## src/pkg/icn_regs.svh

```systemverilog
/*
 Offsets, field positions, reset values and nanosecond timings of the command and NVM
 control block. Included by hw/icn_ctrl.sv; pkg/icn_pkg.sv does not include it.
 Assumes a byte-wide register port and a 100 MHz reference clock.
*/
// Summary of operation
// - Retrim end clears running flag, sets status
// - Motion aborts retrim, gain kept, status 0x03
// - Retrimmed gain applied at next gyro start
// - Retrim may be repeated any number of times
// - Reset loads NVM image; ready low meanwhile
// - Image registers read/write like ordinary registers, except 0x69, which reads back the retrim running flag
// - Program rewrites whole NVM; ready low meanwhile
// - Program starts only with autosave disabled
// - Register port dead until boot completes
// - During NVM access, drop writes except soft reset during program, reads give status
// - Masked error bits raise interrupt on mapped pins
// - Illegal sensor configuration logs event error code
// - Command 0xb6 soft-resets, reloads NVM defaults
// - Burst address increments except two port registers
// - Burst start freezes shadow of whole group
// - Error, event, interrupt status clear on read
// - Clear happens when bit 0 is read
`ifndef ICN_REGS_SVH
`define ICN_REGS_SVH

`define ICN_A_ERR 8'h02
`define ICN_A_STATUS 8'h03
`define ICN_A_DATA_FIRST 8'h04
`define ICN_A_ACC_X_HI 8'h0d
`define ICN_A_GYR_X_HI 8'h13
`define ICN_A_GRP_LAST 8'h1b
`define ICN_A_EVENT 8'h1b
`define ICN_A_INT_STAT0 8'h1c
`define ICN_A_INT_STAT1 8'h1d
`define ICN_A_STEP_FIRST 8'h1e
`define ICN_A_STEP_LAST 8'h1f
`define ICN_A_FIFO_LEN_FIRST 8'h24
`define ICN_A_FIFO_LEN_LAST 8'h25
`define ICN_A_FIFO_DATA 8'h26
`define ICN_A_FEAT_FIRST 8'h30
`define ICN_A_FEAT_LAST 8'h3f
`define ICN_A_ACCEL_CONFIG_REGISTER 8'h40
`define ICN_A_GYRO_CONFIG_REGISTER 8'h42
`define ICN_A_ERR_MASK 8'h52
`define ICN_A_INT_MAP 8'h58
`define ICN_A_INIT_DATA 8'h5e
`define ICN_A_GEN_SET 8'h60
`define ICN_A_GAIN_STATUS 8'h61
`define ICN_A_G_TRIG 8'h62
`define ICN_A_CRT_CONF 8'h69
`define ICN_A_NVM_CONF 8'h6a
`define ICN_A_NV_FIRST 8'h68
`define ICN_A_NV_LAST 8'h77
`define ICN_A_OFFSET6 8'h77
`define ICN_A_PWR_CONF 8'h7c
`define ICN_A_PWR_CTRL 8'h7d
`define ICN_A_CMD 8'h7e

`define ICN_CMD_SOFTRESET 8'hb6
`define ICN_CMD_G_TRIGGER 8'h02
`define ICN_CMD_PROG_NVM 8'ha0

`define ICN_B_CMD_RDY 4
`define ICN_B_DRDY_GYR 6
`define ICN_B_DRDY_ACC 7
`define ICN_B_CRT_RUNNING 2
`define ICN_B_NVM_PROG_EN 1
`define ICN_B_AUTOSAVE 0
`define ICN_B_GAIN_EN 7
`define ICN_B_ACC_EN 2
`define ICN_B_GYR_EN 1
`define ICN_B_NVM_PREP 4
`define ICN_B_ERR_TO_PIN1 3
`define ICN_B_ERR_TO_PIN2 7
`define ICN_B_TRIG_SELECT 0
`define ICN_B_TRIG_BLOCK 1

`define ICN_RST_PWR_CONF 8'h03
`define ICN_RST_ACCEL_CONFIG_REGISTER 8'ha8
`define ICN_RST_GYRO_CONFIG_REGISTER 8'ha9
`define ICN_GAIN_OK 3'h0
`define ICN_GAIN_ABORT 3'h3
`define ICN_GAIN_EXEC_ERR 3'h1
`define ICN_EV_CONF_ERR 8'h04

`define ICN_BOOT_NS 2000000
`define ICN_CRT_NS 500000
`define ICN_PROG_NS 10000000
`define ICN_CLK_NS 10

`endif

```

## src/pkg/icn_pkg.sv

```systemverilog
/*
 Types of the command and NVM control block.
 Assumes nothing of its surroundings.
*/
package icn_pkg;
   typedef enum logic [3:0]
   {
      ICN_BOOT = 4'b0001,
      ICN_IDLE = 4'b0010,
      ICN_CRT = 4'b0100,
      ICN_PROG = 4'b1000
   } icn_state_e;
   typedef logic [7:0] icn_byte_t;
endpackage : icn_pkg

```

## src/hw/icn_ctrl.sv

```systemverilog
/*
 Command handling, NVM image load and program, retrim flow, error reporting
 and register bank with burst shadowing and clear-on-read.
 Assumes a synchronous byte register port with read data one cycle later,
 an external NVM array of 16 bytes reached through a simple word port, and
 sensor/motion/error inputs from the datapath outside.
*/
// The address-and-strobe port and the address map were decided locally.
`timescale 1ns/10ps
`include "icn_regs.svh"
module icn_ctrl
   import icn_pkg::*;
#(
   parameter int BOOT_CYC = `ICN_BOOT_NS / `ICN_CLK_NS,
   parameter int PROG_CYC = `ICN_PROG_NS / `ICN_CLK_NS,
   parameter int CRT_CYC = `ICN_CRT_NS / `ICN_CLK_NS,
   parameter int NV_DEPTH = 16
)
(
   input wire logic i_ref_clk,
   input wire logic i_rst,
   input wire logic [7:0] i_addr,
   input wire logic [7:0] i_wdata,
   input wire logic i_wr,
   input wire logic i_rd,
   input wire logic i_burst,
   input wire logic [7:0] i_nvm_rdata,
   input wire logic [7:0] i_sensor_data [0:23],
   input wire logic [7:0] i_feature_data [0:15],
   input wire logic i_motion,
   input wire logic i_crt_fail,
   input wire logic [7:0] i_hw_err,
   input wire logic [7:0] i_int_stat0,
   input wire logic [7:0] i_int_stat1,
   input wire logic i_drdy_acc,
   input wire logic i_drdy_gyr,
   input wire logic [10:0] i_crt_gain,
   output logic [7:0] o_rdata,
   output logic [3:0] o_nvm_addr,
   output logic [7:0] o_nvm_wdata,
   output logic o_nvm_we,
   output logic o_int1,
   output logic o_int2,
   output logic o_gyr_start,
   output logic [10:0] o_gyr_gain
);
   localparam int AW = $clog2(BOOT_CYC + PROG_CYC + CRT_CYC + 2);

   icn_state_e state;
   logic [AW-1:0] timer;
   logic [3:0] nv_idx;
   icn_byte_t nv_img [0:NV_DEPTH-1];
   icn_byte_t err_reg, event_reg, ist0, ist1, err_mask, int_map;
   icn_byte_t accel_config_register, gyro_config_register, gen_set, g_trig, pwr_conf, pwr_ctrl;
   logic [2:0] gain_status;
   logic crt_running, nvm_prog_en, drdy_acc, drdy_gyr;
   logic [10:0] gain_new, gain_live;
   logic gain_pending, gyr_en_q;
   icn_byte_t shadow [0:39];
   logic shadow_live;
   logic busy, wr_ok, rd_ok, soft_rst, in_main, in_feat;
   icn_byte_t status_byte, next_rdata;

   assign busy = (state != ICN_IDLE) && (state != ICN_CRT);
   assign wr_ok = i_wr && !busy;
   assign rd_ok = i_rd && !busy;
   assign soft_rst = i_wr && (i_addr == `ICN_A_CMD) && (i_wdata == `ICN_CMD_SOFTRESET)
      && (state != ICN_BOOT);
   assign in_main = (i_addr >= `ICN_A_STATUS) && (i_addr <= `ICN_A_FIFO_LEN_LAST);
   assign in_feat = (i_addr >= `ICN_A_FEAT_FIRST) && (i_addr <= `ICN_A_FEAT_LAST);

   always_comb
   begin
      status_byte = 8'h00;
      status_byte[`ICN_B_CMD_RDY] = !busy;
      status_byte[`ICN_B_DRDY_ACC] = drdy_acc;
      status_byte[`ICN_B_DRDY_GYR] = drdy_gyr;
   end

   // Sequencer: boot load, idle, retrim run, NVM program
   always_ff @(posedge i_ref_clk)
   begin
      if (i_rst || soft_rst)
      begin
         state <= ICN_BOOT;
         timer <= '0;
         nv_idx <= 4'h0;
      end
      else
      begin
         unique case (state)
            ICN_BOOT:
            begin
               nv_idx <= nv_idx + 4'h1;
               timer <= timer + 1'b1;
               if (timer >= AW'(BOOT_CYC - 1))
                  state <= ICN_IDLE;
            end
            ICN_IDLE:
            begin
               timer <= '0;
               if (wr_ok && i_addr == `ICN_A_CMD && i_wdata == `ICN_CMD_G_TRIGGER
                  && crt_running && g_trig[`ICN_B_TRIG_SELECT]
                  && !g_trig[`ICN_B_TRIG_BLOCK])
                  state <= ICN_CRT;
               else if (wr_ok && i_addr == `ICN_A_CMD && i_wdata == `ICN_CMD_PROG_NVM
                  && nvm_prog_en && !pwr_conf[`ICN_B_AUTOSAVE]
                  && gen_set[`ICN_B_NVM_PREP])
                  state <= ICN_PROG;
            end
            ICN_CRT:
            begin
               timer <= timer + 1'b1;
               if (i_motion || timer >= AW'(CRT_CYC - 1))
                  state <= ICN_IDLE;
            end
            ICN_PROG:
            begin
               nv_idx <= nv_idx + 4'h1;
               timer <= timer + 1'b1;
               if (timer >= AW'(PROG_CYC - 1))
                  state <= ICN_IDLE;
            end
         endcase
      end
   end

   // NVM port: whole image streamed out during a program cycle
   always_ff @(posedge i_ref_clk)
   begin
      if (i_rst)
      begin
         o_nvm_addr <= 4'h0;
         o_nvm_wdata <= 8'h00;
         o_nvm_we <= 1'b0;
      end
      else
      begin
         o_nvm_addr <= nv_idx;
         o_nvm_wdata <= nv_img[nv_idx];
         o_nvm_we <= (state == ICN_PROG) && (timer < AW'(NV_DEPTH));
      end
   end

   // Image registers; the index follows the registered NVM address by the array latency
   logic [3:0] load_idx;
   logic load_q;
   always_ff @(posedge i_ref_clk)
   begin
      if (i_rst)
      begin
         load_idx <= 4'h0;
         load_q <= 1'b0;
      end
      else
      begin
         load_idx <= o_nvm_addr;
         load_q <= (state == ICN_BOOT) && !soft_rst;
      end
   end

   always_ff @(posedge i_ref_clk)
   begin
      if (load_q)
         nv_img[load_idx] <= i_nvm_rdata;
      else if (wr_ok && i_addr >= `ICN_A_NV_FIRST && i_addr <= `ICN_A_NV_LAST)
         nv_img[4'(i_addr - `ICN_A_NV_FIRST)] <= i_wdata;
      else if (state == ICN_CRT && !i_motion && !i_crt_fail && timer >= AW'(CRT_CYC - 1))
         nv_img[4'(`ICN_A_OFFSET6 - `ICN_A_NV_FIRST)][`ICN_B_GAIN_EN] <= 1'b1;
   end

   assign nvm_prog_en = nv_img[4'(`ICN_A_NVM_CONF - `ICN_A_NV_FIRST)][`ICN_B_NVM_PROG_EN];

   // Ordinary control registers
   always_ff @(posedge i_ref_clk)
   begin
      if (i_rst || soft_rst || state == ICN_BOOT)
      begin
         err_mask <= 8'h00;
         int_map <= 8'h00;
         accel_config_register <= `ICN_RST_ACCEL_CONFIG_REGISTER;
         gyro_config_register <= `ICN_RST_GYRO_CONFIG_REGISTER;
         gen_set <= 8'h00;
         g_trig <= 8'h00;
         pwr_conf <= `ICN_RST_PWR_CONF;
         pwr_ctrl <= 8'h00;
      end
      else if (wr_ok)
      begin
         unique case (i_addr)
            `ICN_A_ERR_MASK: err_mask <= i_wdata;
            `ICN_A_INT_MAP: int_map <= i_wdata;
            `ICN_A_ACCEL_CONFIG_REGISTER: accel_config_register <= i_wdata;
            `ICN_A_GYRO_CONFIG_REGISTER: gyro_config_register <= i_wdata;
            `ICN_A_GEN_SET: gen_set <= i_wdata;
            `ICN_A_G_TRIG: g_trig <= i_wdata;
            `ICN_A_PWR_CONF: pwr_conf <= i_wdata;
            `ICN_A_PWR_CTRL: pwr_ctrl <= i_wdata;
            default: ;
         endcase
      end
   end

   // Retrim flag and status
   always_ff @(posedge i_ref_clk)
   begin
      if (i_rst || soft_rst || state == ICN_BOOT)
      begin
         crt_running <= 1'b0;
         gain_status <= `ICN_GAIN_OK;
         gain_new <= 11'h400;
         gain_pending <= 1'b0;
      end
      else if (state == ICN_CRT)
      begin
         if (i_motion)
         begin
            crt_running <= 1'b0;
            gain_status <= `ICN_GAIN_ABORT;
         end
         else if (timer >= AW'(CRT_CYC - 1))
         begin
            crt_running <= 1'b0;
            gain_status <= i_crt_fail ? `ICN_GAIN_EXEC_ERR : `ICN_GAIN_OK;
            if (!i_crt_fail)
            begin
               gain_new <= i_crt_gain;
               gain_pending <= 1'b1;
            end
         end
      end
      else
      begin
         if (wr_ok && i_addr == `ICN_A_CRT_CONF)
            crt_running <= i_wdata[`ICN_B_CRT_RUNNING];
         if (o_gyr_start)
            gain_pending <= 1'b0;
      end
   end

   // Gain applied on the rising edge of gyro enable
   always_ff @(posedge i_ref_clk)
   begin
      if (i_rst)
      begin
         gyr_en_q <= 1'b0;
         o_gyr_start <= 1'b0;
         gain_live <= 11'h400;
         o_gyr_gain <= 11'h400;
      end
      else
      begin
         gyr_en_q <= pwr_ctrl[`ICN_B_GYR_EN];
         o_gyr_start <= pwr_ctrl[`ICN_B_GYR_EN] && !gyr_en_q;
         if (o_gyr_start && gain_pending)
            gain_live <= gain_new;
         o_gyr_gain <= gain_live;
      end
   end

   // Sticky error/event/status; a new event beats a clear-on-read
   logic rd_bit0;
   assign rd_bit0 = rd_ok; // Byte port always includes bit 0
   always_ff @(posedge i_ref_clk)
   begin
      if (i_rst || soft_rst)
      begin
         err_reg <= 8'h00;
         event_reg <= 8'h01;
         ist0 <= 8'h00;
         ist1 <= 8'h00;
         drdy_acc <= 1'b0;
         drdy_gyr <= 1'b0;
      end
      else
      begin
         err_reg <= ((rd_bit0 && i_addr == `ICN_A_ERR) ? 8'h00 : err_reg) | i_hw_err;
         ist0 <= ((rd_bit0 && i_addr == `ICN_A_INT_STAT0) ? 8'h00 : ist0) | i_int_stat0;
         ist1 <= ((rd_bit0 && i_addr == `ICN_A_INT_STAT1) ? 8'h00 : ist1) | i_int_stat1;
         event_reg <= ((rd_bit0 && i_addr == `ICN_A_EVENT) ? 8'h00 : event_reg)
            | ((accel_config_register[3:0] == 4'h0 || gyro_config_register[3:0] < 4'h6) ? `ICN_EV_CONF_ERR : 8'h00);
         drdy_acc <= (drdy_acc && !(rd_ok && i_addr == `ICN_A_ACC_X_HI)) || i_drdy_acc;
         drdy_gyr <= (drdy_gyr && !(rd_ok && i_addr == `ICN_A_GYR_X_HI)) || i_drdy_gyr;
      end
   end

   // Error interrupt, masked and mapped
   always_ff @(posedge i_ref_clk)
   begin
      if (i_rst)
      begin
         o_int1 <= 1'b0;
         o_int2 <= 1'b0;
      end
      else
      begin
         o_int1 <= |(err_reg & err_mask) && int_map[`ICN_B_ERR_TO_PIN1];
         o_int2 <= |(err_reg & err_mask) && int_map[`ICN_B_ERR_TO_PIN2];
      end
   end

   // Shadow freeze at the first read of a burst
   always_ff @(posedge i_ref_clk)
   begin
      if (i_rst)
         shadow_live <= 1'b0;
      else if (!i_burst)
         shadow_live <= 1'b0;
      else if (rd_ok)
         shadow_live <= 1'b1;
   end

   always_ff @(posedge i_ref_clk)
   begin
      if (rd_ok && !shadow_live)
      begin
         for (int k = 0; k < 24; k++)
            shadow[k] <= i_sensor_data[k];
         for (int k = 0; k < 16; k++)
            shadow[24 + k] <= i_feature_data[k];
      end
   end

   // Read mux; the host's address counter holds on the port registers
   always_comb
   begin
      next_rdata = 8'h00;
      if (busy)
         next_rdata = status_byte;
      else if (i_addr == `ICN_A_STATUS)
         next_rdata = status_byte;
      else if (i_addr >= `ICN_A_DATA_FIRST && i_addr < `ICN_A_EVENT)
         next_rdata = (shadow_live ? shadow[5'(i_addr - `ICN_A_DATA_FIRST)]
            : i_sensor_data[5'(i_addr - `ICN_A_DATA_FIRST)]);
      else if (in_feat)
         next_rdata = shadow_live ? shadow[6'(24 + 6'(i_addr - `ICN_A_FEAT_FIRST))]
            : i_feature_data[4'(i_addr - `ICN_A_FEAT_FIRST)];
      else if (i_addr >= `ICN_A_NV_FIRST && i_addr <= `ICN_A_NV_LAST && i_addr != `ICN_A_CRT_CONF)
         next_rdata = nv_img[4'(i_addr - `ICN_A_NV_FIRST)];
      else
      begin
         unique case (i_addr)
            `ICN_A_ERR: next_rdata = err_reg;
            `ICN_A_EVENT: next_rdata = event_reg;
            `ICN_A_INT_STAT0: next_rdata = ist0;
            `ICN_A_INT_STAT1: next_rdata = ist1;
            `ICN_A_ERR_MASK: next_rdata = err_mask;
            `ICN_A_INT_MAP: next_rdata = int_map;
            `ICN_A_ACCEL_CONFIG_REGISTER: next_rdata = accel_config_register;
            `ICN_A_GYRO_CONFIG_REGISTER: next_rdata = gyro_config_register;
            `ICN_A_GEN_SET: next_rdata = gen_set;
            `ICN_A_GAIN_STATUS: next_rdata = {5'h00, gain_status};
            `ICN_A_G_TRIG: next_rdata = g_trig;
            `ICN_A_CRT_CONF: next_rdata = {5'h00, crt_running, 2'b00};
            `ICN_A_PWR_CONF: next_rdata = pwr_conf;
            `ICN_A_PWR_CTRL: next_rdata = pwr_ctrl;
            default: next_rdata = 8'h00;
         endcase
      end
   end

   always_ff @(posedge i_ref_clk)
   begin
      if (i_rst)
         o_rdata <= 8'h00;
      else if (i_rd)
         o_rdata <= next_rdata;
      else
         o_rdata <= 8'h00;
   end

   logic unused_ok;
   assign unused_ok = in_main;
endmodule : icn_ctrl

```

## config.mk

```make
export PLATFORM = sky130hd
export DESIGN_NAME = icn_ctrl
export DESIGN_NICKNAME = d
export VERILOG_FILES = /design/src/pkg/icn_pkg.sv /design/src/hw/icn_ctrl.sv
export VERILOG_INCLUDE_DIRS = /design/src /design/src/pkg
export SDC_FILE = /design/constraint.sdc
export NUM_CORES = 1
export LEC_CHECK = 0
export BUFFER_PORTS_ARGS = -buffer_cell sky130_fd_sc_hd__buf_2
export CAP_MARGIN = 20
export CORE_AREA = 2 2 227 229
export CTS_BUF_LIST = sky130_fd_sc_hd__clkbuf_4
export CTS_CLUSTER_DIAMETER = 150
export CTS_CLUSTER_SIZE = 40
export DETAILED_ROUTE_END_ITERATION = 7
export DIE_AREA = 0 0 229 231
export GPL_ROUTABILITY_DRIVEN = 1
export PLACE_DENSITY = 0.82
export SLEW_MARGIN = 30
export SYNTH_ARGS = -nofsm -noshare
export SYNTH_HDL_FRONTEND = slang
export SYNTH_SLANG_ARGS = --single-unit
```

## constraint.sdc

```tcl
create_clock -name i_ref_clk -period 22.6 [get_ports i_ref_clk]
set_input_delay 4.52 -clock i_ref_clk [delete_from_list [all_inputs] [get_ports i_ref_clk]]
set_output_delay 4.52 -clock i_ref_clk [all_outputs]
set_load 0.005 [all_outputs]
```

Word level (Yosys, flattened, before mapping)
Memories as Yosys holds them, arrays and structs flattened. A register that Yosys moved wholly into a read port is not among the register bits.
Index checks and enable logic that the tools add are counted.

word-level totals
  register bits = 188
  RAM bits = 448
  input port bits = 388
  output and inout port bits = 35
  logic and storage cells = 239
  memories kept = 2

operators by class
  add/sub/neg operators = 6
  order comparisons = 13
  equality and inequality tests = 37
  muxes and demuxes = 55
  bitwise gates (word level) = 11
  reductions and logical operators = 81

memories
  name    depth  width  rd ports  clocked after memory_dff  wr ports  RTL line        source
  shadow  40     8      2         0                         40        icn_ctrl.sv:59  icn_byte_t shadow [0:39];
  nv_img  16     8      3         1                         1         icn_ctrl.sv:52  icn_byte_t nv_img [0:NV_DEPTH-1];

operators with widths
  operator               number
  $mux 8                 17
  $pmux 8 s14            1
  $eq 8x7->1 const B     11
  $pmux 21 s2            1
  $bmux 8 s5             1
  $logic_and 1x1->1      40
  $bmux 8 s4             1
  $eq 8x5->1 const B     4
  $mux 4                 7
  $eq 8x2->1 const B     3
  $or 8x8->8             3
  $reduce_or 8->1        3
  $mux 1                 22
  $add 21x1->21 const B  1
  $ge 21x16->1 const B   1
  $ge 21x18->1 const B   1
  $ge 21x20->1 const B   1
  $lt 21x5->1 const B    1
  $reduce_and 2->1       10
  $eq 8x8->1 const B     2
  $pmux 4 s4             1
  $reduce_and 4->1       3
  $logic_not 1->1        10
  $ne 2x2->1 const B     5
  39 further kinds       53

Depth between registers and ports, before layout
  word-level depth = 12
  depth in mapped cells = 14
  depth with buffers taken out = 9

Worst setup path before layout
No wires, ideal clock.

  path type = in2reg
  from = input port i_rd
  to = memory shadow[0][0] (netlist bit) (enable)
  library setup time = 1.007 ns
  arrival time = 17.834 ns
  required time = 21.593 ns
  path slack = 3.759 ns
  stages = 2
  buffers on the path = 0
  cell sequence = nand2_1 > nor2_1

RTL lines
  element          RTL line        source
  start, declared  icn_ctrl.sv:25  input wire logic i_rd,
  end, declared    icn_ctrl.sv:59

Final worst setup path
  from = input port i_addr[2]
  to = register o_rdata[2]

between the ends
  cells in the longest elaborated chain, start to end = 8
  elaborated cells on any way between the ends = 47
  those cells by class = add/sub: 4; order compare: 6; eq/ne: 16; mux: 12; bitwise: 2; reduce/logical: 5; memory: 2

RTL lines
  element                                               RTL line         source
  start, declared                                       icn_ctrl.sv:22   input wire logic [7:0] i_addr,
  branches (longest 8 deep; another with $mem_v2 40x8)  --
  end signal, assigned                                  icn_ctrl.sv:367  o_rdata <= next_rdata;
  end, declared                                         icn_ctrl.sv:38   output logic [7:0] o_rdata,

Parallel ways; which one is timed is not known. The select of a mux whose other input is x is not followed.
A chain may end at the register's enable or synchronous reset.

==> flow_summary.ini <==
[pwr]
power.share.clock_pct = 19.6
power.leakage_nw = 11.2
ir_drop_mv = 0.0716
sequentialPowerShare_pct = 63.6
pwr-share-comb_pct = 16.8
p_int_mw = 1.50
p_sw_share_pct = 26.5
cellPowerDensity_nw_per_um2 = 62.2
p_switching_uw = 541

[floorplanning]
fp.dieArea_um2 = 52900
io_pins = 423
die_height_um = 231
initial_utilization_pct = 59.2
rows = 83
core_um2 = 50700
fp.dieW_um = 229

[synthesis]
syn_area_um2 = 30000
ys_warn_count = 0
synthTopCellsByArea = edfxtp_1 (45%), mux4_2 (18%), dfxtp_1 (13%), mux2i_1 (3.6%), nor2_1 (2.7%)
async_reset_ff_share_pct = 0
syn-instance-count = 2080
synthFlopType = edfxtp_1
avgSynthCellArea_um2 = 14.4
yosysSeqAreaShare_pct = 57.4
synth_cell_types = 87
yosysTopAreaCell = edfxtp_1
synth_top_area_share_pct = 44.8
syn-num-nets = 2482
synth-edff-count = 448
yosys_register_bits = 637

[drt]
antenna_left = 0
routed-via-count = 21154
viasPerCell = 6.78
drc = 0
drt_iter0_drc = 3061
drt-total-wl_um = 86800
detail_route.wl_per_cell_um = 27.8
drt_first_pass_iters = 6

[sta]
finalHoldViolations = 0
tightest_slew_ps = 1070
drv_slew = 0
rsz0062_at_grt = no
finalCriticalPeriod_ps = 8050
slew_headroom_pct = 28.3
finalSetupTns_ps = 0
finalClockSkew_ps = 115
setup_slack_ps = 14550
setup_viol = 0
clock.fmax_ghz = 0.124
fin_crit_sh_pct = 35.6

[global_route]
grt_max_degree = 218
grt-ovfl-total = 0
grt_pass1_wl_um = 129000
track_usage_pct = 32.4
grt_pass1_vias = 20522
antenna_found_initial = 25

[layout]
largest_reg_flops = 320
registers.top_by_ff_count = shadow
multiInputGateArea_um2 = 12000
layout_common_cells = edfxtp_1 (448), buf_2 (420), mux4_2 (235), nor2_1 (204), dfxtp_1 (187)
drive_above_1_share_pct = 31.7
seq_area_um2 = 17200
fin_cells = 3120
area_growth_pct = 9.53
finalNetCount = 2804
fin_util_pct = 64.9
top_regs = shadow x320, nv_img x128, timer x21
layout_commonest_cell = edfxtp_1
final.fill_count = 3627

[worst_setup_path]
cp_slowest_cell = ha_1
critPathMaxFanout = 45
cp_top_family = buffers and inverters
arrival_ps = 8990
critPathKind = in -> reg
slowest_delay_ps = 980
required_ps = 23540
crit_buf_inv = 5
cp_common_cell = buf_4
end_kind = flop
crit_chain = buf_2, buf_4, inv_1, buf_4, ha_1, clkinv_1, nor2_2, a221oi_1, o22ai_1, a211o_1, a32o_1
critPathLaunchType = primary input

[placed_design]
dp_cells = 3059
pre_cts_slack_ps = 13610
post-dp-hpwl_um = 63100
gp_congestion = 0.943
io_buffer_count = 422

[clock_tree]
htree_levels = 1
clock-sinks = 637
clock-root-buffer = clkbuf_4
cts_tree = done
path_clk_slew_ps = 420
cts_resized = 0
clk_latency_ps = 950
postCtsSetupBuffers = 0
cts_max_path_buffers = 3
holdBufCountCts = 0
cts_buffers = 20

[run_status]
status = finished, final reports clean

[flow_run]
max-cap-violations = 0

[worst_hold_path]
hold_path.class = reg -> reg
==> cells by family after synthesis <==
family	after synthesis	synth area share (%)
compound gates	277	6.83
fa+ha+maj	14	0.584
mux	354	21.6
xor+xnor	24	0.700
simple gates	614	9.96
flops	637	57.4
buf+inv	160	2.84
==> synthesized netlist by cell type, types with 32 or more instances <==
| master | n |
|---|---|
| edfxtp_1 | 448 |
| a22oi_1 | 41 |
| nor2b_1 | 40 |
| mux2i_1 | 109 |
| nand2_1 | 154 |
| nand3_1 | 45 |
| buf_2 | 34 |
| a21oi_1 | 60 |
| dfxtp_1 | 189 |
| nor2_1 | 216 |
| mux4_2 | 235 |
| clkbuf_1 | 66 |
| nor3_1 | 32 |
==> power groups by stage <==
stage	clock (mW)	sequential [mW]	combinational, mW
finish	0.401	1.30	0.343
global route	0.434	1.30	0.361
CTS	0.400	1.30	0.337
detailed placement	0	1.32	0.335
global placement	0	1.32	0.328
floorplan	0	1.31	0.221
==> layer usage <==
layer  vias up  track usage (%)  routed length [um]
li1       8869                -                   -
met1     10517             43.9               31500
met2      1509             51.8               41300
met3       251             7.29               10200
met4         8             12.3                3780
met5         -                0                  44
==> final timing paths <==
kind | start | end | slack, ps | cells past startpoint
setup reg to reg | timer[2] | nv_img[14][1] | 19030 | 7
hold / removal | gyr_en_q | o_gyr_start | 410 | 1
setup / recovery | i_addr[2] | o_rdata[2] | 14550 | 11
hold reg to reg | gyr_en_q | o_gyr_start | 410 | 1
==> through the flow <==
step / hold slack (ps) / instance area, um^2 / power (mW)
6_report: 411 / 32900 / 2.04
5_1_grt: 433 / 32900 / 2.10
4_1_cts: 408 / 32700 / 2.04
3_5_place_dp: 381 / 32400 / 1.66
3_3_place_gp: 377 / 32400 / 1.65
2_1_floorplan: 367 / 30000 / 1.53
==> cell type report <==
cell class                      instances  area share, %
Inverter                               16          0.183
Sequential cell                       637           52.4
Timing Repair Buffer                  444           7.17
Clock buffer                           34          0.777
Tap cell                              680           2.59
Multi-Input combinational cell       1283           36.5
Clock inverter                          2          0.141
Antenna cell                           24          0.183
No activity file was read; power rests on OpenSTA's default activity.
